$ cat config.mk
export PLATFORM = sky130hd
export DESIGN_NAME = pocr_core
export DESIGN_NICKNAME = d
export VERILOG_FILES = /design/src/verilog/pocr_pkg.sv /design/src/verilog/pocr_core.sv
export SDC_FILE = /design/constraint.sdc
export NUM_CORES = 1
export LEC_CHECK = 0
export BUFFER_PORTS_ARGS = -buffer_cell sky130_fd_sc_hd__buf_2
export CAP_MARGIN = 20
export CORE_UTILIZATION = 55
export DETAILED_ROUTE_END_ITERATION = 8
export PLACE_DENSITY = 0.89
export SYNTH_ARGS = -nofsm -noshare
export SYNTH_HDL_FRONTEND = slang
export SYNTH_SLANG_ARGS = --single-unit
$ cat constraint.sdc
create_clock -name core_clk -period 4.7 [get_ports core_clk]
set_input_delay 1.175 -clock core_clk [delete_from_list [all_inputs] [get_ports core_clk]]
set_output_delay 1.175 -clock core_clk [all_outputs]
set_load 0.05 [all_outputs]
$ cat src/verilog/pocr_pkg.sv
// Package: field layout, codes and types of the pixel operation command register
`default_nettype none
package pocr_pkg;
  localparam logic [6:0] POCR_DEST_Y_OFS  = 7'h7A;
  localparam logic [6:0] POCR_CMD_OFS     = 7'h7C;
  localparam logic [15:0] POCR_DEST_Y_RST = 16'h0000;
  localparam logic [31:0] POCR_CMD_RST    = 32'h00000000;
  localparam int POCR_BG_POS   = 30;
  localparam int POCR_FG_POS   = 28;
  localparam int POCR_STEP_POS = 24;
  localparam int POCR_SRC_POS  = 20;
  localparam int POCR_DST_POS  = 16;
  localparam int POCR_PAT_POS  = 12;
  localparam int POCR_MSK_POS  = 6;
  localparam int POCR_DM_POS   = 4;
  localparam int POCR_DX_POS   = 2;
  localparam int POCR_DY_POS   = 1;
  localparam int POCR_DZ_POS   = 0;
  localparam logic [31:0] POCR_UNUSED_MASK = 32'h00000F08;
  localparam logic [1:0] POCR_SRC_COLOR = 2'h0;
  localparam logic [1:0] POCR_SRC_MAP   = 2'h2;
  localparam logic [3:0] POCR_STEP_DSR  = 4'h2;
  localparam logic [3:0] POCR_STEP_LDR  = 4'h3;
  localparam logic [3:0] POCR_STEP_DSW  = 4'h4;
  localparam logic [3:0] POCR_STEP_LDW  = 4'h5;
  localparam logic [3:0] POCR_STEP_BLT  = 4'h8;
  localparam logic [3:0] POCR_STEP_IBLT = 4'h9;
  localparam logic [3:0] POCR_STEP_FILL = 4'hA;
  localparam logic [3:0] POCR_MAP_A     = 4'h1;
  localparam logic [3:0] POCR_MAP_C     = 4'h3;
  localparam logic [3:0] POCR_PAT_FIXED = 4'h8;
  localparam logic [3:0] POCR_PAT_SRC   = 4'h9;
  localparam logic [1:0] POCR_MSK_RSVD  = 2'h3;

  typedef enum logic [2:0] {
    POCR_OP_NONE, POCR_OP_STEP_READ, POCR_OP_LINE_READ, POCR_OP_STEP_WRITE,
    POCR_OP_LINE_WRITE, POCR_OP_BLOCK, POCR_OP_INV_BLOCK, POCR_OP_FILL_BLOCK
  } pocr_op_e;

  typedef enum logic {POCR_IDLE, POCR_RUN} pocr_state_e;

  typedef struct packed {
    pocr_op_e   op_kind;
    logic [1:0] background_source_select;
    logic [1:0] foreground_source_select;
    logic [3:0] src_map;
    logic [3:0] dst_map;
    logic [3:0] pat_map;
    logic       pattern_fixed_fg;
    logic       pattern_from_src;
    logic [1:0] clip_map_mode;
    logic [1:0] drawing_mode_field;
    logic       horizontal_direction_flag;
    logic       vertical_direction_flag;
    logic       major_axis_flag;
    logic       reserved_code;
  } pocr_fields_s;
endpackage
`default_nettype wire

$ cat src/verilog/pocr_core.sv
// Pixel operation command register and destination Y coordinate register
// Operation
// - Destination Y register holds the 16-bit destination pixel row coordinate.
// - Command contents stay frozen while an operation runs.
// - Command bytes sit on mirrored lanes when big-endian ordering is selected.
// - Writing command byte 3 starts every operation except draw-and-step.
// - Draw-and-step starts only on a direction steps register write.
// - Byte 3 bits 7:6 pick background colour or source map.
// - Byte 3 bits 5:4 pick foreground colour or source map.
// - Byte 3 bits 3:0 decode the step function; other codes reserved.
// - Byte 2 bits 7:4 select source map A, B or C.
// - Byte 2 bits 3:0 select destination map A, B or C.
// - Byte 1 bits 7:4 select pattern map, fixed foreground or source-derived.
// - Fixed foreground pattern forces pattern 1 on every pixel.
// - Source-derived pattern: zero source pixel background, nonzero foreground.
// - Byte 0 bits 7:6 decode the mask map mode.
// - Byte 0 bits 5:4 decode the drawing mode for lines.
// - Byte 0 bits 2:0 hold horizontal, vertical and major-axis flags.
`default_nettype none
module pocr_core
  import pocr_pkg::*;
(
  // Clock and reset
  input  wire logic         core_clk,
  input  wire logic         srst,
  // Register port
  input  wire logic [4:0]   reg_word_addr,
  input  wire logic         reg_wr_en,
  input  wire logic         reg_rd_en,
  input  wire logic [3:0]   reg_byte_en,
  input  wire logic [31:0]  reg_wr_data,
  output logic      [31:0]  reg_rd_data,
  output logic              reg_rd_valid,
  input  wire logic         big_endian_sel,
  // Coprocessor side
  input  wire logic         dir_steps_wr,
  input  wire logic         op_done,
  input  wire logic         mix_sample,
  input  wire logic         pattern_pel,
  input  wire logic         src_pel_nonzero,
  // Command outputs
  output logic              op_start,
  output logic              op_busy,
  output pocr_fields_s      cmd_fields,
  output logic [15:0]       dest_y,
  output logic              mix_fg,
  output logic              mix_use_src
);

  function automatic pocr_fields_s pocr_decode(input logic [31:0] c);
    pocr_fields_s f;
    logic [3:0] st;
    logic       bad;
    st = c[POCR_STEP_POS +: 4];
    f = '0;
    f.background_source_select = c[POCR_BG_POS +: 2];
    f.foreground_source_select = c[POCR_FG_POS +: 2];
    f.src_map = c[POCR_SRC_POS +: 4];
    f.dst_map = c[POCR_DST_POS +: 4];
    f.pat_map = c[POCR_PAT_POS +: 4];
    f.clip_map_mode = c[POCR_MSK_POS +: 2];
    f.drawing_mode_field = c[POCR_DM_POS +: 2];
    f.horizontal_direction_flag = c[POCR_DX_POS];
    f.vertical_direction_flag = c[POCR_DY_POS];
    f.major_axis_flag = c[POCR_DZ_POS];
    case (st)
      POCR_STEP_DSR:  f.op_kind = POCR_OP_STEP_READ;
      POCR_STEP_LDR:  f.op_kind = POCR_OP_LINE_READ;
      POCR_STEP_DSW:  f.op_kind = POCR_OP_STEP_WRITE;
      POCR_STEP_LDW:  f.op_kind = POCR_OP_LINE_WRITE;
      POCR_STEP_BLT:  f.op_kind = POCR_OP_BLOCK;
      POCR_STEP_IBLT: f.op_kind = POCR_OP_INV_BLOCK;
      POCR_STEP_FILL: f.op_kind = POCR_OP_FILL_BLOCK;
      default:        f.op_kind = POCR_OP_NONE;
    endcase
    f.pattern_fixed_fg = (f.pat_map == POCR_PAT_FIXED);
    f.pattern_from_src = (f.pat_map == POCR_PAT_SRC);
    bad = (f.op_kind == POCR_OP_NONE);
    bad = bad | (f.background_source_select != POCR_SRC_COLOR
                 && f.background_source_select != POCR_SRC_MAP);
    bad = bad | (f.foreground_source_select != POCR_SRC_COLOR
                 && f.foreground_source_select != POCR_SRC_MAP);
    bad = bad | (f.src_map < POCR_MAP_A) | (f.src_map > POCR_MAP_C);
    bad = bad | (f.dst_map < POCR_MAP_A) | (f.dst_map > POCR_MAP_C);
    bad = bad | (((f.pat_map < POCR_MAP_A) | (f.pat_map > POCR_MAP_C))
                 & ~f.pattern_fixed_fg & ~f.pattern_from_src);
    bad = bad | (f.clip_map_mode == POCR_MSK_RSVD);
    // Unused bits are flagged too; software is expected to leave them zero
    bad = bad | (|(c & POCR_UNUSED_MASK));
    f.reserved_code = bad;
    return f;
  endfunction

  // Lane that carries command byte k in the current byte ordering
  function automatic logic [1:0] pocr_lane(input logic [1:0] k, input logic be);
    return be ? 2'(2'h3 - k) : k;
  endfunction

  pocr_state_e  state_reg;
  pocr_state_e  state_next;
  logic [31:0]  cmd_reg;
  logic [31:0]  cmd_next;
  logic [15:0]  dest_y_next;
  pocr_fields_s fields_next;

  wire logic cmd_hit   = reg_wr_en && (reg_word_addr == POCR_CMD_OFS[6:2]);
  wire logic y_hit     = reg_wr_en && (reg_word_addr == POCR_DEST_Y_OFS[6:2]);
  wire logic y_rd_hit  = reg_rd_en && (reg_word_addr == POCR_DEST_Y_OFS[6:2]);
  wire logic idle      = (state_reg == POCR_IDLE);
  // Writes during a running operation are dropped so the datapath sees a stable command
  wire logic cmd_wr_ok = cmd_hit && idle;
  wire logic [1:0] top_lane = pocr_lane(2'h3, big_endian_sel);
  wire logic top_written = cmd_wr_ok && reg_byte_en[top_lane];
  wire logic y_lo_lane   = big_endian_sel;
  wire logic [1:0] y_lo  = {1'b1, y_lo_lane};
  wire logic [1:0] y_hi  = {1'b1, ~y_lo_lane};

  always_comb begin
    cmd_next = cmd_reg;
    for (int k = 0; k < 4; k++) begin
      if (cmd_wr_ok && reg_byte_en[pocr_lane(2'(k), big_endian_sel)]) begin
        cmd_next[8*k +: 8] = reg_wr_data[8*pocr_lane(2'(k), big_endian_sel) +: 8];
      end
    end
  end

  always_comb begin
    dest_y_next = dest_y;
    if (y_hit && reg_byte_en[y_lo]) begin
      dest_y_next[7:0] = reg_wr_data[8*y_lo +: 8];
    end
    if (y_hit && reg_byte_en[y_hi]) begin
      dest_y_next[15:8] = reg_wr_data[8*y_hi +: 8];
    end
  end

  assign fields_next = pocr_decode(cmd_next);

  wire logic is_step_op = (fields_next.op_kind == POCR_OP_STEP_READ)
                        || (fields_next.op_kind == POCR_OP_STEP_WRITE);
  wire logic held_step  = (cmd_fields.op_kind == POCR_OP_STEP_READ)
                        || (cmd_fields.op_kind == POCR_OP_STEP_WRITE);
  // A reserved step code never starts anything
  wire logic start_cmd  = top_written && !is_step_op
                        && (fields_next.op_kind != POCR_OP_NONE);
  wire logic start_step = dir_steps_wr && idle && !cmd_wr_ok && held_step;
  wire logic start_any  = start_cmd || start_step;

  always_comb begin
    case (state_reg)
      POCR_IDLE: state_next = start_any ? POCR_RUN : POCR_IDLE;
      POCR_RUN:  state_next = op_done ? POCR_IDLE : POCR_RUN;
      default:   state_next = POCR_IDLE;
    endcase
  end

  // Pattern 1 selects the foreground mix
  wire logic pat_eff = cmd_fields.pattern_fixed_fg ? 1'b1
                     : cmd_fields.pattern_from_src ? src_pel_nonzero
                     : pattern_pel;
  wire logic [1:0] mix_src_code = pat_eff ? cmd_fields.foreground_source_select
                                          : cmd_fields.background_source_select;

  always_ff @(posedge core_clk) begin
    if (srst) begin
      state_reg <= POCR_IDLE;
      cmd_reg   <= POCR_CMD_RST;
      cmd_fields <= pocr_decode(POCR_CMD_RST);
      dest_y    <= POCR_DEST_Y_RST;
      op_start  <= 1'b0;
      op_busy   <= 1'b0;
    end else begin
      state_reg  <= state_next;
      cmd_reg    <= cmd_next;
      cmd_fields <= fields_next;
      dest_y     <= dest_y_next;
      op_start   <= start_any;
      op_busy    <= (state_next == POCR_RUN);
    end
  end

  always_ff @(posedge core_clk) begin
    if (srst) begin
      mix_fg      <= 1'b0;
      mix_use_src <= 1'b0;
    end else if (mix_sample) begin
      mix_fg      <= pat_eff;
      mix_use_src <= (mix_src_code == POCR_SRC_MAP);
    end
  end

  // Only the Y register reads back; the command register is write-only and reads zero
  always_ff @(posedge core_clk) begin
    if (srst) begin
      reg_rd_data  <= '0;
      reg_rd_valid <= 1'b0;
    end else begin
      reg_rd_valid <= reg_rd_en;
      reg_rd_data  <= '0;
      if (y_rd_hit) begin
        reg_rd_data[8*y_lo +: 8] <= dest_y[7:0];
        reg_rd_data[8*y_hi +: 8] <= dest_y[15:8];
      end
    end
  end
endmodule
`default_nettype wire

==> run metrics, run 1 <==
status complete, no violations; Die Wd around 87 um; ANT nets after route 0; post-CTS sizing 0; IO Port Bufs 116; total gr overflow 0; RSZ-0062 raised after global routing false; DIE AREA 0.00757 mm^2; Design Area, Final 0.00456 mm^2; crit path to cmd_fields[27]; internal power 0.00102 W; post-placement cell count approximately 600; Mapped Avg Cell Area between 9 and 10 um^2; nets 568; FF-to-FF setup slack 2.30 ns; Async S/R FF share, synth 0%; Post-synth EDFFs 0; Final Cycle Share 75.0%; fmax 284 MHz; Tmin final 3.52 ns; die height 87.0 um; P_sw 0.000366 W; Max-cap violations 0; Hold WS 0.489 ns; critical path depth 6; Post-Syn Area ~0.004 mm^2; Slew HR 30.1%; Max clock buf depth 2; clock group share of total power 40.3%; cell taking the most area after synthesis dfxtp_1; Yosys reg bits 75; vias in the first global route 3096; CTS root buf clkbuf_8; critical-path cell list buf_4 > mux2i_1 > nor3_2 > mux2i_1 > mux2i_1 > o31ai_1; Row Count 30; gpl congestion 0.903; CP peak stage delay 0.83 ns; Comb power frac 13.4%; worst slew pin tran 1.05 ns; synth cell count leaders nor2_1, dfxtp_1, mux2i_1, buf_4, a211oi_1; Initial DRC Count roughly 200; CP Max Fanout 61; ant diodes 0; sw frac around a quarter; postcts setup bufs 0; routed wire length 9720 um; CP Buf/Inv Count 1; synthesized netlist cell count 436; placed wire-length estimate 7190 um; Clk Latency, worst-skew pair 0.35 ns; Synth Flop Type dfxtp_1; dpl cell area 0.00432 mm^2; RR Startpoint state_reg; R2R depth 5; core area 0.00691 mm^2; critical path data arrival time 3.72 ns; setup_tns 0 ns; max reg flops 20; Area Growth Syn to Fin 14.6%; power per standard cell area 305 mW/mm^2; hold crit path type reg -> reg; Pleak 2.04 nW; sequential fraction of design power between 40 and 50%; H-tree depth 3; CTS buffer count 9; I/O pin count 133; kind of critical path in -> reg; CP max-delay cell nor3_2; number of vias per cell 5.51; Reg clk slew, reported paths approximately 0.080 ns; Setup crit end kind flip-flop; Data required, critical path 4.90 ns; DR DRC count 0; delay-heaviest family, CP multiplexers; post-synth cell types 50; sequential fraction of the synthesis area 37.8%; top cells by area, synth dfxtp_1, mux2i_1, buf_4; FF-to-FF End cmd_fields[27]; initial antenna violation count 0; Post-Layout Cell Count 617; First-pass DRT Iterations 5; # hold bufs at CTS 0; post-synth top area share 37.8%; CP startpoint kind primary input; first-pass GRT wire length 15200 um; endpoints failing setup 0; worst-case vdd ir drop ~140 uV; via count around 3400; Fin. Hold Viols 0; crit path launch big_endian_sel; CP dominant cell by count mux2i_1; Slew Limit Fails 0; Initial Util 57.6%; Total GRT Usage around a quarter; largest net degree at the start of global routing between 60 and 70; clk_skew 0.00618 ns; Sink Count 75; layout cells sized above 1 between 20% and 30%; Fillers 592; cell with the most instances after synthesis nor2_1; CTS tree done; wire per inst ~16 um; Ys Warns 0
cells by family after synthesis:
logic type                count (synthesis)  share of synthesized area [%]
and+or+nand+nor                         130                           16.2
buffers and inverters                    69                           11.4
other                                     1                         0.0943
xor gates and xnor gates                  5                           1.10
muxes                                    73                           18.9
AOI/OAI and AO/OA                        83                           14.6
DFF                                      75                           37.8
per-layer routing:
layer	GRT usage [%]	routed length, um	share of wire, %	vias to the layer above
met3	3.98	758	7.8	30
met1	33.8	4050	42	1530
li1	-	-	-	1677
met4	17.6	401	4.1	0
met5	0	0	0	-
met2	41.8	4510	46	164
tightest hold or removal path, stage by stage, from the launching register on:
cell      delay, ns
dfxtp_1        0.31
nor2_1         0.08
a211oi_1       0.05
worst min-delay path by stage:
stage / slack, ns / depth (start not counted) / end / startpoint
after floorplan: 0.46 / 2 / cmd_reg[10] / cmd_reg[10]
after global placement: 0.47 / 2 / mix_fg / mix_fg
after detailed placement: 0.48 / 2 / mix_fg / mix_fg
after CTS: 0.49 / 2 / mix_fg / mix_fg
after global routing: 0.51 / 2 / mix_fg / mix_fg
final: 0.49 / 2 / mix_fg / mix_fg
per-stage QoR:
step / total power (W) / setup WS [ns] / util [%]
after global placement: 0.000837 / 0.879 / 62.6
after global routing: 0.00143 / 0.952 / 66.0
after CTS: 0.00139 / 1.10 / 65.8
after detailed placement: 0.000841 / 0.745 / 62.6
final: 0.00139 / 1.18 / 66.0
after floorplan: 0.000801 / 1.81 / -
cells in the final DEF, fill, tap and decap left out, drive strengths merged, types with 3 or more instances in the layout:
cell / instances
nor2b: 7
nor3: 12
nand2: 8
dfxtp: 75
a21oi: 14
xnor2: 3
nand4: 3
nand3b: 3
clkbuf: 11
and3: 3
inv: 4
o31ai: 3
or2: 3
o21ai: 7
mux2: 6
mux2i: 67
nor2: 76
buf: 120
a211oi: 44
conb: 16
cell type report:
| type | instances | area, um^2 | share of cell area (%) |
|---|---|---|---|
| inverters | 4 | 15.0 | 0.329 |
| multi-input cells | 307 | 2080 | 45.6 |
| repair buffers | 120 | 617 | 13.5 |
| well taps | 96 | 120 | 2.64 |
| clock buffers | 11 | 151 | 3.32 |
| flip-flops and latches | 75 | 1500 | 32.9 |
| clock inverters | 4 | 73.8 | 1.62 |
power groups by stage:
| stage | Combinational [W] | Clock [W] | Sequential, W |
|---|---|---|---|
| 2_1_floorplan | 0.000134 | 0 | 0.000668 |
| 3_3_place_gp | 0.000179 | 0 | 0.000658 |
| 3_5_place_dp | 0.000183 | 0 | 0.000658 |
| 4_1_cts | 0.000185 | 0.000562 | 0.000643 |
| 5_1_grt | 0.000199 | 0.000586 | 0.000644 |
| 6_report | 0.000187 | 0.000560 | 0.000643 |
(Power assumes the default switching activity.)
==> run 2: changes to the inputs <==
--- a/config.mk
+++ b/config.mk
@@ -7,9 +7,9 @@
 export LEC_CHECK = 0
 export BUFFER_PORTS_ARGS = -buffer_cell sky130_fd_sc_hd__buf_2
 export CAP_MARGIN = 20
-export CORE_UTILIZATION = 55
+export CORE_UTILIZATION = 51
 export DETAILED_ROUTE_END_ITERATION = 8
-export PLACE_DENSITY = 0.89
+export PLACE_DENSITY = 0.84
 export SYNTH_ARGS = -nofsm -noshare
 export SYNTH_HDL_FRONTEND = slang
 export SYNTH_SLANG_ARGS = --single-unit
==> constraint.sdc (replaced) <==
create_clock -name core_clk -period 3.5 [get_ports core_clk]
set_input_delay 0.875 -clock core_clk [delete_from_list [all_inputs] [get_ports core_clk]]
set_output_delay 0.875 -clock core_clk [all_outputs]
set_load 0.05 [all_outputs]
==> run 2 against run 1 <==
  * Non-clock buffer count is 5 higher
  * Count of clock-buffer cells in the layout is 1 lower
  * Hold slack better by 0.0076 ns
  * Register-to-register slack worse by 1.0 ns
  * Final area is 1.4% higher
  * Setup slack worse by 0.26 ns
  * Sequential power is 34% higher
  * Clock power is 47% higher
  * Sequential share of layout area is 0.45 points lower
  * Combinational power is 35% higher
  * Global-route usage is 2.8 points lower
  * Utilization is 3.6 points lower
  * Critical endpoint unchanged
==> run metrics, run 2 (synthesis gave the netlist of run 1 again) <==
nets 573 (+0.88%); I/O pin count 133 (unchanged); R2R depth 6 (+1); H-tree depth 3 (unchanged); worst hold path endpoint mix_fg; clk_skew 0.00774 ns (+0.00155 ns); via count 3435 (+1.0%); Total GRT Usage 23.8% (-2.8 points); CTS tree done; ANT nets after route 0 (unchanged); IO Port Bufs 116 (unchanged); Final Cycle Share 73.9%; DIE AREA 0.00815 mm^2 (+7.7%); most common cell after layout, fill and taps aside buf_2; first-pass GRT wire length 15400 um (+1.5%); gpl congestion 0.896 (-0.84%); status complete, no violations; Die Wd 90.3 um (+3.8%); number of vias per cell 5.49 (-0.45%); Hold Crit Depth 2 (unchanged); # hold bufs at CTS 0 (unchanged); worst-case vdd ir drop 207 uV (+45%); CP Max Fanout 26 (-57%); Sink Count 75 (unchanged); FF-to-FF setup slack 1.30 ns (-1.00 ns); Pleak 2.07 nW (+1.7%); Reg clk slew, reported paths 0.08 ns (about the same); ant diodes 0 (unchanged); post-CTS sizing 0 (unchanged); highest-count cells in the layout ignoring fill and taps buf_2, nor2_1, dfxtp_1; total gr overflow 0 (unchanged); max reg flops 20 (unchanged); FF-to-FF End cmd_fields[27]; placed wire-length estimate 7280 um (+1.3%); endpoints failing setup 0 (unchanged); routed wire length 9650 um (-0.71%); Final Util 62.4% (-3.6 points); CTS root buf clkbuf_8; fmax 387 MHz; Area Growth Syn to Fin 16.2%; Data required, critical path 3.72 ns (-1.18 ns); setup_tns 0 ns (unchanged); Initial Util 53.7% (-3.9 points); Max clock buf depth 2 (unchanged); Row Count 31 (+3.3%); critical path data arrival time 2.80 ns (-0.92 ns); Clk Latency, worst-skew pair 0.35 ns (about the same); Initial DRC Count 111 (-44%); postcts setup bufs 0 (unchanged); worst slew pin tran 0.569 ns (-0.480 ns); power per standard cell area 420 mW/mm^2 (+38%); die height 90.3 um (+3.8%); layout cells sized above 1 29.2% (+0.82 points); CP startpoint kind primary input; dpl cell area 0.00437 mm^2 (+1.1%); initial antenna violation count 0 (unchanged); wire per inst 15.4 um (-2.1%); Setup crit end kind flip-flop; crit path launch big_endian_sel; vias in the first global route 3150 (+1.7%); RR Startpoint state_reg; Max-cap violations 0 (unchanged); Slew Limit Fails 0 (unchanged); DR DRC count 0 (unchanged); First-pass DRT Iterations 4 (-1); hold path start mix_fg; kind of critical path in -> reg; Design Area, Final 0.00462 mm^2 (+1.4%); Tmin final 2.59 ns; hold crit path type reg -> reg; Slew HR 62.0% (+32 points); core area 0.00741 mm^2 (+7.3%); Hold WS 0.497 ns (+0.00758 ns); Post-Layout Cell Count 626 (+1.5%); Fin. Hold Viols 0 (unchanged); post-placement cell count 610 (+1.5%); CTS buffer count 9 (unchanged); largest net degree at the start of global routing 55 (-11%); RSZ-0062 raised after global routing false
==> run 2: cell count changes in the layout (fill, tap and decap cells not counted) <==
cell       change
buf_4          +6
buf_6          -1
bufinv_16      +1
clkbuf_8       -1
clkinv_4       +1
==> run 2: worst max path at each step <==
stage	slack, ns	endpoint
final	0.91	cmd_fields[27]
after global routing	0.72	cmd_fields[27]
after CTS	0.92	cmd_fields[0]
after detailed placement	0.56	cmd_fields[27]
after global placement	0.61	cmd_fields[0]
after floorplan	0.91	cmd_fields[0]
==> run 2: per-stage QoR <==
stage / setup WS, ns / power (W)
3_3_place_gp: 0.607 / 0.00113
2_1_floorplan: 0.910 / 0.00108
5_1_grt: 0.722 / 0.00201
3_5_place_dp: 0.561 / 0.00113
6_report: 0.914 / 0.00194
4_1_cts: 0.921 / 0.00195
==> run 2: critical path, stage by stage <==
cell and delay (ns):
buf_4 0.29, mux2i_1 0.18, nor3_2 0.41, buf_4 0.27, mux2i_1 0.47, mux2i_1 0.24
o31ai_1 0.07
==> run 2: final cells by class <==
class                           instances  area [um^2]
Clock buffer                           10          138
Clock inverter                          6          113
Fill cell                             666         2790
Inverter                                4         15.0
Multi-Input combinational cell        307         2080
Sequential cell                        75         1500
Tap cell                               99          124
Timing Repair Buffer                  125          651
==> run 2: per-layer routing <==
metal  share of wire [%]  vias to the layer above  GRT usage [%]
li1                    -                     1680              -
met5                   0                        -              0
met4                 3.9                        0           12.5
met3                 5.8                       32           4.71
met1                  45                     1578           30.6
met2                  46                      145           37.8
==> run 2: power breakdown <==
| group | internal [W] | switching, W | total [W] |
|---|---|---|---|
| sequential | 0.000859 | 0.00000445 | 0.000863 |
| clock | 0.000494 | 0.000329 | 0.000824 |
| combinational | 0.0000827 | 0.000170 | 0.000253 |
==> run 3: changes to the inputs <==
--- a/config.mk
+++ b/config.mk
@@ -7,9 +7,9 @@
 export LEC_CHECK = 0
 export BUFFER_PORTS_ARGS = -buffer_cell sky130_fd_sc_hd__buf_2
 export CAP_MARGIN = 20
-export CORE_UTILIZATION = 51
+export CORE_UTILIZATION = 46
 export DETAILED_ROUTE_END_ITERATION = 8
-export PLACE_DENSITY = 0.84
+export PLACE_DENSITY = 0.8
 export SYNTH_ARGS = -nofsm -noshare
 export SYNTH_HDL_FRONTEND = slang
 export SYNTH_SLANG_ARGS = --single-unit
==> constraint.sdc (replaced) <==
create_clock -name core_clk -period 2.3 [get_ports core_clk]
set_input_delay 0.575 -clock core_clk [delete_from_list [all_inputs] [get_ports core_clk]]
set_output_delay 0.575 -clock core_clk [all_outputs]
set_load 0.05 [all_outputs]
==> run 3 against run 2 <==
  * Die area is 11% higher
  * Sequential power is 52% higher
  * Utilization is 4.5 points lower
  * Clock power is 36% higher
  * Register-to-register slack worse by 1.0 ns
  * Critical path depth is 1 lower
  * Non-clock buffer count is 26 higher
  * Cell count is 5.1% higher
  * Final area is 3.9% higher
  * Sequential share of layout area is 1.2 points lower
  * First-iteration DRC count is 14% higher
  * Routed wire length is 5.9% higher
  * Largest power group unchanged
==> run metrics, run 3 (synthesis gave the netlist of run 1 again) <==
via count 3500 (+1.9%); nets 599 (+4.5%); postcts setup bufs 0 (unchanged); RSZ-0062 raised after global routing false; total gr overflow 0 (unchanged); met3 usage 5.72% (+1.0 points); wire per inst 15.5 um (+0.75%); CP startpoint kind primary input; DR DRC count 0 (unchanged); kind of critical path in -> reg; First-pass DRT Iterations 4 (unchanged); placed wire-length estimate 7960 um (+9.4%); Max clock buf depth 2 (unchanged); GR Util met2 38.1% (+0.22 points); first-pass GRT wire length 16100 um (+4.2%); Hold WS 0.456 ns (-0.0408 ns); I/O pin count 133 (unchanged); routed wire length 10200 um (+5.9%); CTS root buf clkbuf_8; number of vias per cell 5.32 (-3.1%); Initial Util 47.9% (-5.8 points); Total GRT Usage 23.4% (-0.41 points); CTS tree done; Place WS -0.133 ns (-0.695 ns); critical-path cell list buf_4 > or4_1 > o22ai_1 > and3_1 > o221ai_1 > or4_1; internal power 0.00207 W (+44%); worst slew pin tran 0.559 ns (-0.00987 ns); Fillers 756 (+14%); Area Growth Syn to Fin 20.8%; Slew HR 62.7% (+0.66 points); Clk Latency, worst-skew pair 0.35 ns (about the same); largest net degree at the start of global routing 51 (-7.3%); CP peak stage delay 0.53 ns (+0.06 ns); most common cell after layout, fill and taps aside buf_2; status complete, no violations; highest-count cells in the layout ignoring fill and taps buf_2, nor2_1, dfxtp_1; ANT nets after route 0 (unchanged); delay-heaviest family, CP simple AND/OR/NAND/NOR gates; dpl cell area 0.00459 mm^2 (+4.9%); Tmin final 2.10 ns; worst-case vdd ir drop 282 uV (+36%); CP dominant cell by count or4_1; Final Cycle Share 91.4%; DIE AREA 0.00902 mm^2 (+11%); endpoints failing setup 0 (unchanged); Pleak 2.18 nW (+5.1%); H-tree depth 3 (unchanged); initial antenna violation count 0 (unchanged); Data required, critical path 2.52 ns (-1.20 ns); P_sw 0.000782 W (+55%); Comb power frac 14.6% (+1.6 points); IO Port Bufs 116 (unchanged); post-CTS sizing 0 (unchanged); CP max-delay cell or4_1; gpl congestion 0.857 (-4.3%); Fin. Hold Viols 0 (unchanged); fin worst setup slack 0.198 ns (-0.716 ns); Global Route met1 Usage 29.8% (-0.72 points); Design Area, Final 0.00480 mm^2 (+3.9%); max reg flops 20 (unchanged); sw frac 27.4% (+1.4 points); critical path data arrival time 2.32 ns (-0.48 ns); clk_skew 0.00972 ns (+0.00198 ns); Die Wd 95.0 um (+5.2%); hold crit path type in -> reg; Slew Limit Fails 0 (unchanged); CP Max Fanout 9 (-65%); GRT busiest layer met2; CTS buffer count 9 (unchanged); Max-cap violations 0 (unchanged); Reg clk slew, reported paths 0.07 ns (about the same); fmax 476 MHz; core area 0.00830 mm^2 (+12%); vias in the first global route 3259 (+3.5%); CP Buf/Inv Count 1 (-1); clock group share of total power 39.3% (-3.2 points); layout cells sized above 1 32.4% (+3.1 points); ant diodes 0 (unchanged); Sink Count 75 (unchanged); Setup crit end kind flip-flop; sequential fraction of design power 46.1% (+1.6 points); Row Count 33 (+6.5%); power per standard cell area 594 mW/mm^2 (+41%); Initial DRC Count 126 (+14%); # hold bufs at CTS 0 (unchanged); die height 95.0 um (+5.2%); setup_tns 0 ns (unchanged)
[run 3: worst register-to-register path: stages (launching register included)]
cell and delay (ns):
dfxtp_1 0.36, nand3b_4 0.22, nor3_2 0.37, buf_4 0.20, buf_4 0.19, a21oi_1 0.08
or4_1 0.48
[run 3: routing by layer]
layer	vias to the layer above	share of wire, %
met3	17	6.4
met2	117	47
met4	0	1.9
met5	-	0
met1	1628	45
li1	1738	-
[run 3: cell type report]
type	count	area, um^2	area share (%)
clock inverters	6	88.8	1.85
repair buffers	151	858	17.9
flip-flops and latches	75	1500	31.3
well taps	105	131	2.74
inverters	4	15.0	0.313
clock buffers	10	128	2.66
multi-input cells	307	2080	43.3
[run 3: metrics by stage]
step | power [W] | util [%] | std cells
global route | 0.00296 | 57.9 | 658
global placement | 0.00175 | 55.3 | 642
CTS | 0.00286 | 57.9 | 658
finish | 0.00285 | 57.9 | 658
floorplan | 0.00164 | - | 451
detailed placement | 0.00176 | 55.3 | 642
[run 3: path summary, 6_finish.rpt]
path                   from             to  slack, ns  cells after the start
max          big_endian_sel  cmd_fields[0]       0.20                      6
min              mix_sample         mix_fg       0.46                      2
max reg2reg       state_reg  cmd_fields[0]       0.27                      6
min reg2reg     mix_use_src    mix_use_src       0.50                      2
[run 3: power by group through the flow]
stage	registers [W]	clock network (W)	logic, W
finish	0.00131	0.00112	0.000416
global route	0.00132	0.00119	0.000446
CTS	0.00131	0.00113	0.000413
detailed placement	0.00134	0	0.000411
global placement	0.00134	0	0.000406
floorplan	0.00136	0	0.000273
